===== src/ana_pkg.sv =====
// Shared constants for the auto-negotiation ability register bank
package ana_pkg;

  // ----------------------------------------------------------------
  // Register map
  // ----------------------------------------------------------------
  localparam int          ADDR_W          = 5;
  localparam int          DATA_W          = 16;
  localparam logic [4:0]  LOCAL_ADV_OFS   = 5'h04;
  localparam logic [4:0]  PEER_CAP_OFS    = 5'h05;
  localparam logic [4:0]  ADV_STATUS_OFS  = 5'h10;

  // ----------------------------------------------------------------
  // Field positions, shared by both ability words
  // ----------------------------------------------------------------
  localparam int MORE_PAGES_BIT  = 15;
  localparam int ACK_BIT         = 14;
  localparam int FAULT_BIT       = 13;
  localparam int SPARE_BIT       = 12;
  localparam int ASYM_FLOW_BIT   = 11;
  localparam int FLOW_BIT        = 10;
  localparam int FOURPAIR_BIT    = 9;
  localparam int FAST_FULL_BIT   = 8;
  localparam int FAST_HALF_BIT   = 7;
  localparam int SLOW_FULL_BIT   = 6;
  localparam int SLOW_HALF_BIT   = 5;
  localparam int SPEED_LSB       = 5;
  localparam int SPEED_W         = 4;
  localparam int SELECT_LSB      = 0;
  localparam int SELECT_W        = 5;

  // ----------------------------------------------------------------
  // Reset values and masks
  // ----------------------------------------------------------------
  localparam logic [15:0] LOCAL_ADV_RESET = 16'h0001;
  localparam logic [15:0] PEER_CAP_RESET  = 16'h0000;
  localparam logic [15:0] LOCAL_WR_MASK   = 16'hBFFF;
  localparam logic [15:0] LOCAL_TX_MASK   = 16'hADFF;
  localparam logic [15:0] PEER_RD_MASK    = 16'hEFFF;
  localparam logic [3:0]  SPEED_NOSTRAP   = 4'hF;
  localparam logic [4:0]  SELECT_8023     = 5'h01;
  localparam logic [15:0] READ_ZERO       = 16'h0000;

  // ----------------------------------------------------------------
  // Strap capture timing
  // ----------------------------------------------------------------
  localparam int          SYNC_STAGES     = 2;
  localparam logic [1:0]  STRAP_SETTLE    = 2'h2;

  typedef enum logic [2:0] {
    ANA_ST_SETTLE = 3'b001,
    ANA_ST_LOAD   = 3'b010,
    ANA_ST_RUN    = 3'b100
  } ana_state_t;

endpackage


===== src/ana_sync2.sv =====
// Two-flip-flop level synchroniser for pin inputs
module ana_sync2 #(
  parameter int WIDTH = 1
) (
  input  wire logic             clk,
  input  wire logic             arst_n,
  input  wire logic [WIDTH-1:0] async_in,
  output logic      [WIDTH-1:0] sync_out
);

  logic [WIDTH-1:0] meta_reg;
  logic [WIDTH-1:0] meta_next;
  logic [WIDTH-1:0] sync_reg;
  logic [WIDTH-1:0] sync_next;

  // First stage feeds only the second stage
  always_comb begin
    meta_next = async_in;
    sync_next = meta_reg;
  end

  always_ff @(posedge clk or negedge arst_n) begin
    if (!arst_n) begin
      meta_reg <= '0;
      sync_reg <= '0;
    end else begin
      meta_reg <= meta_next;
      sync_reg <= sync_next;
    end
  end

  assign sync_out = sync_reg;

endmodule


===== src/ana_ability_regs.sv =====
// Local advertisement and link partner ability registers
module ana_ability_regs (
  input  wire logic        clk,
  input  wire logic        arst_n,
  input  wire logic [4:0]  reg_addr,
  input  wire logic [15:0] reg_wdata,
  input  wire logic        reg_wr,
  input  wire logic        reg_rd,
  output logic      [15:0] reg_rdata,
  input  wire logic        strap_cfg_en,
  input  wire logic [3:0]  strap_speed,
  input  wire logic        peer_word_valid,
  input  wire logic [15:0] peer_word,
  input  wire logic        an_complete,
  input  wire logic        an_restart,
  input  wire logic        np_supported,
  output logic      [15:0] local_adv_word,
  output logic      [15:0] peer_cap_word,
  output logic             adv_stale,
  output logic             strap_loaded
);

  // ----------------------------------------------------------------
  // Strap pins: synchronised, then caught once after reset release
  // ----------------------------------------------------------------
  logic [4:0] strap_raw;
  logic [4:0] strap_sync;

  assign strap_raw = {strap_cfg_en, strap_speed};

  ana_sync2 #(
    .WIDTH (5)
  ) u_strap_sync (
    .clk      (clk),
    .arst_n   (arst_n),
    .async_in (strap_raw),
    .sync_out (strap_sync)
  );

  ana_pkg::ana_state_t state_reg;
  ana_pkg::ana_state_t state_next;
  logic [1:0]          settle_reg;
  logic [1:0]          settle_next;

  always_comb begin
    state_next  = state_reg;
    settle_next = settle_reg;
    unique case (state_reg)
      ana_pkg::ANA_ST_SETTLE: begin
        // Wait for the synchroniser to hold post-reset strap levels
        if (settle_reg == ana_pkg::STRAP_SETTLE) begin
          state_next = ana_pkg::ANA_ST_LOAD;
        end else begin
          settle_next = settle_reg + 2'h1;
        end
      end
      ana_pkg::ANA_ST_LOAD: begin
        state_next = ana_pkg::ANA_ST_RUN;
      end
      ana_pkg::ANA_ST_RUN: begin
        state_next = ana_pkg::ANA_ST_RUN;
      end
      default: begin
        state_next = ana_pkg::ANA_ST_SETTLE;
      end
    endcase
  end

  always_ff @(posedge clk or negedge arst_n) begin
    if (!arst_n) begin
      state_reg  <= ana_pkg::ANA_ST_SETTLE;
      settle_reg <= 2'h0;
    end else begin
      state_reg  <= state_next;
      settle_reg <= settle_next;
    end
  end

  logic [3:0] strap_default;

  always_comb begin
    if (strap_sync[4]) begin
      strap_default = strap_sync[3:0];
    end else begin
      strap_default = ana_pkg::SPEED_NOSTRAP;
    end
  end

  // ----------------------------------------------------------------
  // Address decode
  // ----------------------------------------------------------------
  logic hit_local;
  logic hit_peer;
  logic hit_status;
  logic wr_local;

  always_comb begin
    hit_local  = (reg_addr == ana_pkg::LOCAL_ADV_OFS);
    hit_peer   = (reg_addr == ana_pkg::PEER_CAP_OFS);
    hit_status = (reg_addr == ana_pkg::ADV_STATUS_OFS);
    wr_local   = reg_wr && hit_local;
  end

  // ----------------------------------------------------------------
  // Local advertisement register
  // ----------------------------------------------------------------
  logic [15:0] local_reg;
  logic [15:0] local_next;

  always_comb begin
    local_next = local_reg;
    if (state_reg == ana_pkg::ANA_ST_LOAD) begin
      local_next[ana_pkg::SPEED_LSB +: ana_pkg::SPEED_W] = strap_default;
    end
    // A software write in the load cycle overrides the strap value
    if (wr_local) begin
      local_next = reg_wdata & ana_pkg::LOCAL_WR_MASK;
    end
  end

  always_ff @(posedge clk or negedge arst_n) begin
    if (!arst_n) begin
      local_reg <= ana_pkg::LOCAL_ADV_RESET;
    end else begin
      local_reg <= local_next;
    end
  end

  // Unsupported four-pair and spare bit never reach the link
  assign local_adv_word = local_reg & ana_pkg::LOCAL_TX_MASK;

  // ----------------------------------------------------------------
  // Stale advertisement flag
  // ----------------------------------------------------------------
  logic stale_reg;
  logic stale_next;

  always_comb begin
    stale_next = stale_reg;
    if (an_restart) begin
      stale_next = 1'b0;
    end
    // Set wins over a clear in the same cycle
    if (wr_local && !an_complete) begin
      stale_next = 1'b1;
    end
  end

  always_ff @(posedge clk or negedge arst_n) begin
    if (!arst_n) begin
      stale_reg <= 1'b0;
    end else begin
      stale_reg <= stale_next;
    end
  end

  assign adv_stale = stale_reg;

  // ----------------------------------------------------------------
  // Partner ability capture
  // ----------------------------------------------------------------
  logic [15:0] peer_reg;
  logic [15:0] peer_next;
  logic        peer_take;

  always_comb begin
    // Base page only before completion; later pages only when next pages run
    peer_take = peer_word_valid && (!an_complete || np_supported);
    peer_next = peer_reg;
    if (peer_take) begin
      peer_next = peer_word & ana_pkg::PEER_RD_MASK;
    end
  end

  always_ff @(posedge clk or negedge arst_n) begin
    if (!arst_n) begin
      peer_reg <= ana_pkg::PEER_CAP_RESET;
    end else begin
      peer_reg <= peer_next;
    end
  end

  assign peer_cap_word = peer_reg;

  // ----------------------------------------------------------------
  // Read port, data one cycle after the strobe
  // ----------------------------------------------------------------
  logic [15:0] rdata_reg;
  logic [15:0] rdata_next;
  logic [15:0] status_word;

  always_comb begin
    status_word    = ana_pkg::READ_ZERO;
    status_word[0] = stale_reg;
    status_word[1] = (state_reg == ana_pkg::ANA_ST_RUN);
    rdata_next     = ana_pkg::READ_ZERO;
    if (reg_rd) begin
      if (hit_local) begin
        rdata_next = local_reg;
      end else if (hit_peer) begin
        rdata_next = peer_reg;
      end else if (hit_status) begin
        rdata_next = status_word;
      end
    end
  end

  always_ff @(posedge clk or negedge arst_n) begin
    if (!arst_n) begin
      rdata_reg <= ana_pkg::READ_ZERO;
    end else begin
      rdata_reg <= rdata_next;
    end
  end

  assign reg_rdata    = rdata_reg;
  assign strap_loaded = (state_reg == ana_pkg::ANA_ST_RUN);

endmodule


===== config.mk =====
export PLATFORM = sky130hd
export DESIGN_NAME = ana_ability_regs
export DESIGN_NICKNAME = d
export VERILOG_FILES = /design/src/ana_pkg.sv /design/src/ana_sync2.sv /design/src/ana_ability_regs.sv
export SDC_FILE = /design/constraint.sdc
export NUM_CORES = 1
export LEC_CHECK = 0
export ABC_AREA = 1
export BUFFER_PORTS_ARGS = -buffer_cell sky130_fd_sc_hd__buf_2
export CAP_MARGIN = 20
export CORE_UTILIZATION = 33
export CTS_BUF_LIST = sky130_fd_sc_hd__clkbuf_16
export DETAILED_ROUTE_END_ITERATION = 8
export HOLD_SLACK_MARGIN = 0.05
export RECOVER_POWER = 100
export SETUP_SLACK_MARGIN = 0.05
export SLEW_MARGIN = 5
export SYNTH_ARGS = -nofsm -noshare
export SYNTH_HDL_FRONTEND = slang
export SYNTH_SLANG_ARGS = --single-unit

===== constraint.sdc =====
create_clock -name clk -period 1.5 [get_ports clk]
set_clock_uncertainty 0.15 [all_clocks]
set_input_delay 0.075 -clock clk [delete_from_list [all_inputs] [get_ports clk]]
set_output_delay 0.075 -clock clk [all_outputs]
set_load 0.02 [all_outputs]

==> After elaboration in Yosys (flattened, before gate mapping) <==
Cells that the tools add are included.
{ "op_classes": {"reduce_logical": 9, "addsub": 1, "bitwise_logic": 1, "n_mux": 11, "eq_ne": 8} }
{ "op_table": {"columns": ["operator", "n"], "rows": [
  ["$mux W16", 3],
  ["$eq A5 B3 Y1 const B", 2],
  ["$mux W9", 1],
  ["$mux W4", 2],
  ["$pmux W3 S2", 1],
  ["$eq A5 B5 Y1 const B", 1],
  ["$reduce_bool A2 Y1", 2],
  ["$eq A3 B1 Y1 const B", 1],
  ["$eq A3 B2 Y1 const B", 1],
  ["$eq A3 B3 Y1 const B", 1],
  ["$logic_and A1 B1 Y1", 3],
  ["$mux W3", 1],
  ["$add A2 B1 Y2 const B", 1],
  ["$eq A2 B2 Y1 const B", 1],
  ["$mux W1", 2],
  ["$mux W2", 1],
  ["$ne A2 B2 Y1 const B", 1],
  ["$reduce_and A2 Y1", 1],
  ["$reduce_or A2 Y1", 1],
  ["$logic_not A1 Y1", 1],
  ["$logic_or A1 B1 Y1", 1],
  ["$not A1 Y1", 1]
]} }
{ "word_totals": {"regBits": 62, "elab_cells": 39, "input_bits": 50} }

==> Depth between registers and ports, before layout <==
{ "logic_depth": {"word_depth": 5, "ltp_mapped": 9, "ltp_nobuf": 7} }

==> Modules after synthesis <==
Synthesis repeated with hierarchy kept, for this count alone.
{ "hier_totals": {"cells_unflattened": 277, "hier_area_um2": 2648.8} }
{ "modules_own_cells": {"columns": ["mod", "seq_area_each_um2", "cells_each", "area_per_inst_um2", "n_inst"], "rows": [
  ["ana_ability_regs", 1303.8, 267, 2398.6, 1],
  ["ana_sync2", 250.2, 10, 250.2, 1]
]} }

==> Worst setup path before layout <==
No wires, ideal clock.
{ "synth_path": {"kind": "register to register", "startpoint": "register state_reg[1]", "endpoint": "register state_reg[0]", "setup_time_ns": 0.078, "setup_slack_ns": 0.058, "arrival_ns": 1.214, "synth_period_minus_slack_ns": 1.442, "stages_incl_launch_ff": 4, "path_cell_list": "dfrtp_1 > nor3_1 > or2_2 > nor2_1"} }
{ "synth_via": {"elab_chain_len": 3} }
{ "synth_rtl": {"columns": ["element", "line", "text"], "rows": [
  ["from (decl)", "ana_ability_regs.sv:40", "ana_pkg::ana_state_t state_reg;"],
  ["from (signal assigned)", "ana_ability_regs.sv:71", "state_reg <= ana_pkg::ANA_ST_SETTLE;"],
  ["from (signal assigned)", "ana_ability_regs.sv:74", "state_reg <= state_next;"],
  ["$eq A3 B3 Y1", null, null],
  ["net strap_loaded", "ana_ability_regs.sv:20", "output logic strap_loaded"],
  ["$reduce_or A2 Y1 (no line)", null, null],
  ["$pmux W3 S2", "ana_ability_regs.sv:48", "unique case (state_reg)"]
]} }
The timed path passes the listed nets, and every way through them passes these cells.
A chain may end at the register's enable or synchronous reset.

==> Final worst setup path <==
{ "layout_path": {"startpoint": "register state_reg[0]", "endpoint": "output strap_loaded"} }
{ "layout_via": {"elab_chain_len": 1} }
{ "layout_rtl": {"columns": ["element", "line", "text"], "rows": [
  ["$eq A3 B3 Y1", "ana_ability_regs.sv:217", "assign strap_loaded = (state_reg == ana_pkg::ANA_ST_RUN);"],
  ["to (decl)", "ana_ability_regs.sv:20", null]
]} }
No other way between the ends.

==> impl_metrics.json <==
{
  "outcome": "complete, no violations",
  "worst-r2r-cell-count": 4,
  "synth.distinct_cells": 31,
  "timing_worst_slew_pin_value_ns": 0.849,
  "cts_tree": "yes",
  "slew_violations": 0,
  "cellPowerDensity_mw_per_mm2": 1290,
  "ir_drop_v": 0.000577,
  "grt_pass1_vias": 2101,
  "cts_sinks": 62,
  "synth_commonest_cells": "62 x nand2_1, 60 x dfrtp_1, 47 x inv_1",
  "crit_type": "reg2out",
  "overflow": 0,
  "synth_cells": 277,
  "dieArea_sq_mm": 0.00839,
  "hold_start": "reg_addr[0]",
  "drc": 0,
  "r2r_end": "state_reg[0]",
  "cp_top_family": "flip-flops",
  "grt_busiest_layer": "met2",
  "r2r_slack_ns": 0.15,
  "power.leakage_uw": 0.00191,
  "cp_num_cells": 2,
  "firstDrtPassIters": 4,
  "rows": 32,
  "io_buffers": 93,
  "largest_reg_flops": 16,
  "drv_cap": 0,
  "ant_nets": 0,
  "grt_max_degree": 63,
  "clockBufferDepth": 2,
  "cpMaxStageDelayCell": "dfstp_1",
  "cp_data_required_time_ns": 1.27,
  "crit_arrival_ns": 1.16,
  "path_cells": "nor3_4 -> clkbuf_2",
  "fin_setup_tns_ns": 0,
  "fmax_ghz": 0.720,
  "wire_per_inst_microns": 11.8,
  "maxSlewHeadroom_pct": 43.4,
  "die_w_microns": 91.6,
  "rsz0062_at_grt": "no",
  "grt_first_pass_wirelength_mm": 9.95,
  "start_util_pct": 34.3,
  "post-synth-top-area-cell": "dfrtp_1",
  "dr.first_iter.drc_count": 91,
  "cp-end-kind": "output port",
  "setup_violations": 0,
  "ys_warn_count": 0,
  "hp-class": "in2reg",
  "place_hpwl_mm": 3.84,
  "dp_slack_ns": 0.0197,
  "period_share_pct": 92.5,
  "vias": 2184,
  "syn-cell-area_sq_mm": 0.00265,
  "ys.flop_type": "dfrtp_1",
  "hold_viol": 0,
  "grt_usage_pct": 15.6,
  "synth_area_leaders": "dfrtp_1 57%, nand2_1 8.8%, inv_1 6.7%",
  "n_antenna_cell": 0,
  "wirelength_mm": 6.17,
  "path_buf_inv": 1,
  "cts-buffers-inserted": 9,
  "syn_avg_cell_area_sq_um": 9.56,
  "synth_enable_flop_cells": 0,
  "worstSetupStartpointType": "flip-flop",
  "layout.nets": 465,
  "min_to": "reg_rdata[1]",
  "holdPathStages": 5,
  "gp_congestion": 0.736,
  "synth.most_common_cell": "nand2_1",
  "die_y_microns": 91.6,
  "ys_seq_elements": 62,
  "core_area_sq_mm": 0.00773,
  "antenna_found_initial": 0,
  "area_growth_syn_to_layout_pct": 46.2,
  "drive_above_1_share_pct": 20.0,
  "slowest_delay_ns": 0.61,
  "fin_crit_ns": 1.39,
  "drt-vias-per-instance": 4.19,
  "r2r_start": "state_reg[0]",
  "synthArstFlopShare_pct": 100,
  "clockRootBuffer": "clkbuf_16",
  "num_io_pins": 100,
  "setup_ws_ns": 0.112,
  "crit_fanout": 3,
  "globalRouteMet1Util_pct": 19.0,
  "htree_num_levels": 3,
  "use_met2_pct": 26.1,
  "synth_top_area_share_pct": 56.7,
  "clkTransAtPathRegs_ns": 0.05,
  "yosysSeqAreaShare_pct": 58.7,
  "met3_usage_pct": 2.93,
  "clk_latency_ns": 0.32
}
-- per-layer routing --
metal	wire, microns	vias up
met5	0	-
met4	95	0
met3	248	9
met2	3040	58
met1	2790	1008
li1	-	1109
-- worst reg2reg max path: cells and delay by family (launching register included) --
kind             cells  cell delay (ns)
DFF                  1             0.61
and+or+nand+nor      4             0.52
-- layout make-up --
class / instances / area (sq um)
fillers: 762 / 3850
flip-flops and latches: 62 / 1550
repair buffers: 148 / 951
multi-input cells: 144 / 716
clock buffers: 9 / 225
inverters: 49 / 188
well taps: 102 / 128
clock inverters: 7 / 113
-- placed cells by master (no fill, tap or decap), types with 2 or more instances in the layout --
master / count
a21oi_1: 3
buf_2: 44
buf_4: 2
bufinv_16: 3
clkbuf_1: 48
clkbuf_16: 9
clkbuf_2: 3
clkinv_2: 3
clkinvlp_4: 2
conb_1: 4
dfrtp_1: 60
dlygate4sd3_1: 48
inv_1: 47
nand2_1: 63
nand2_2: 2
nand3_1: 8
nand4_1: 4
nor2_1: 7
nor2_2: 2
nor2_4: 2
o211ai_1: 2
o21ai_0: 35
o21ai_2: 4
-- how the worst max path moves through the flow --
stage / start / endpoint / slack, ns
after detailed placement: state_reg[0] / local_reg[8] / 0.02
after floorplan: state_reg[1] / state_reg[0] / 0.06
after global routing: state_reg[1] / local_reg[7] / 0.06
after global placement: state_reg[0] / local_reg[7] / 0.07
final: state_reg[0] / strap_loaded / 0.11
after CTS: state_reg[1] / strap_loaded / 0.006
-- per-stage QoR --
step                      area (sq um)  utilization (%)  power, uW  cells  hold slack [ns]
final                             3870             50.1       4990    521           0.0632
after global routing              3870             50.1       5230    521           0.0887
after CTS                         3940             51.0       5130    520           0.0513
after detailed placement          3110             40.3       2670    455          -0.0384
after global placement            3110             40.3       2650    455          -0.0401
after floorplan                   2660                -       2480    280           -0.371
-- report_power, final --
part	internal (uW)	switching (uW)	total, uW	leakage [uW]
sequential	1840	105	1950	0.000762
clock	1610	723	2330	0.000165
combinational	264	442	706	0.000988
-- cells by family (layout without fill, tap and decap cells) --
kind of cell,after synthesis,after routing,synth area share (%)
compound gates,45,45,10.2
buf+inv,74,213,14.5
xor+xnor,1,1,0.331
other cells,1,4,0.142
simple gates,93,93,15.7
fa+ha+maj,1,1,0.472
flops,62,62,58.7
-- what timing repair did --
action / in CTS / in global routing
pin swaps: 0 / 1
setup endpoints to repair: 5 / 20
gates resized for setup: 0 / 5
hold buffers: 49 / 1
hold endpoints to repair: 101 / 1
buffers inserted: 0 / 1
Note: power is estimated with default switching activity, not from simulation.
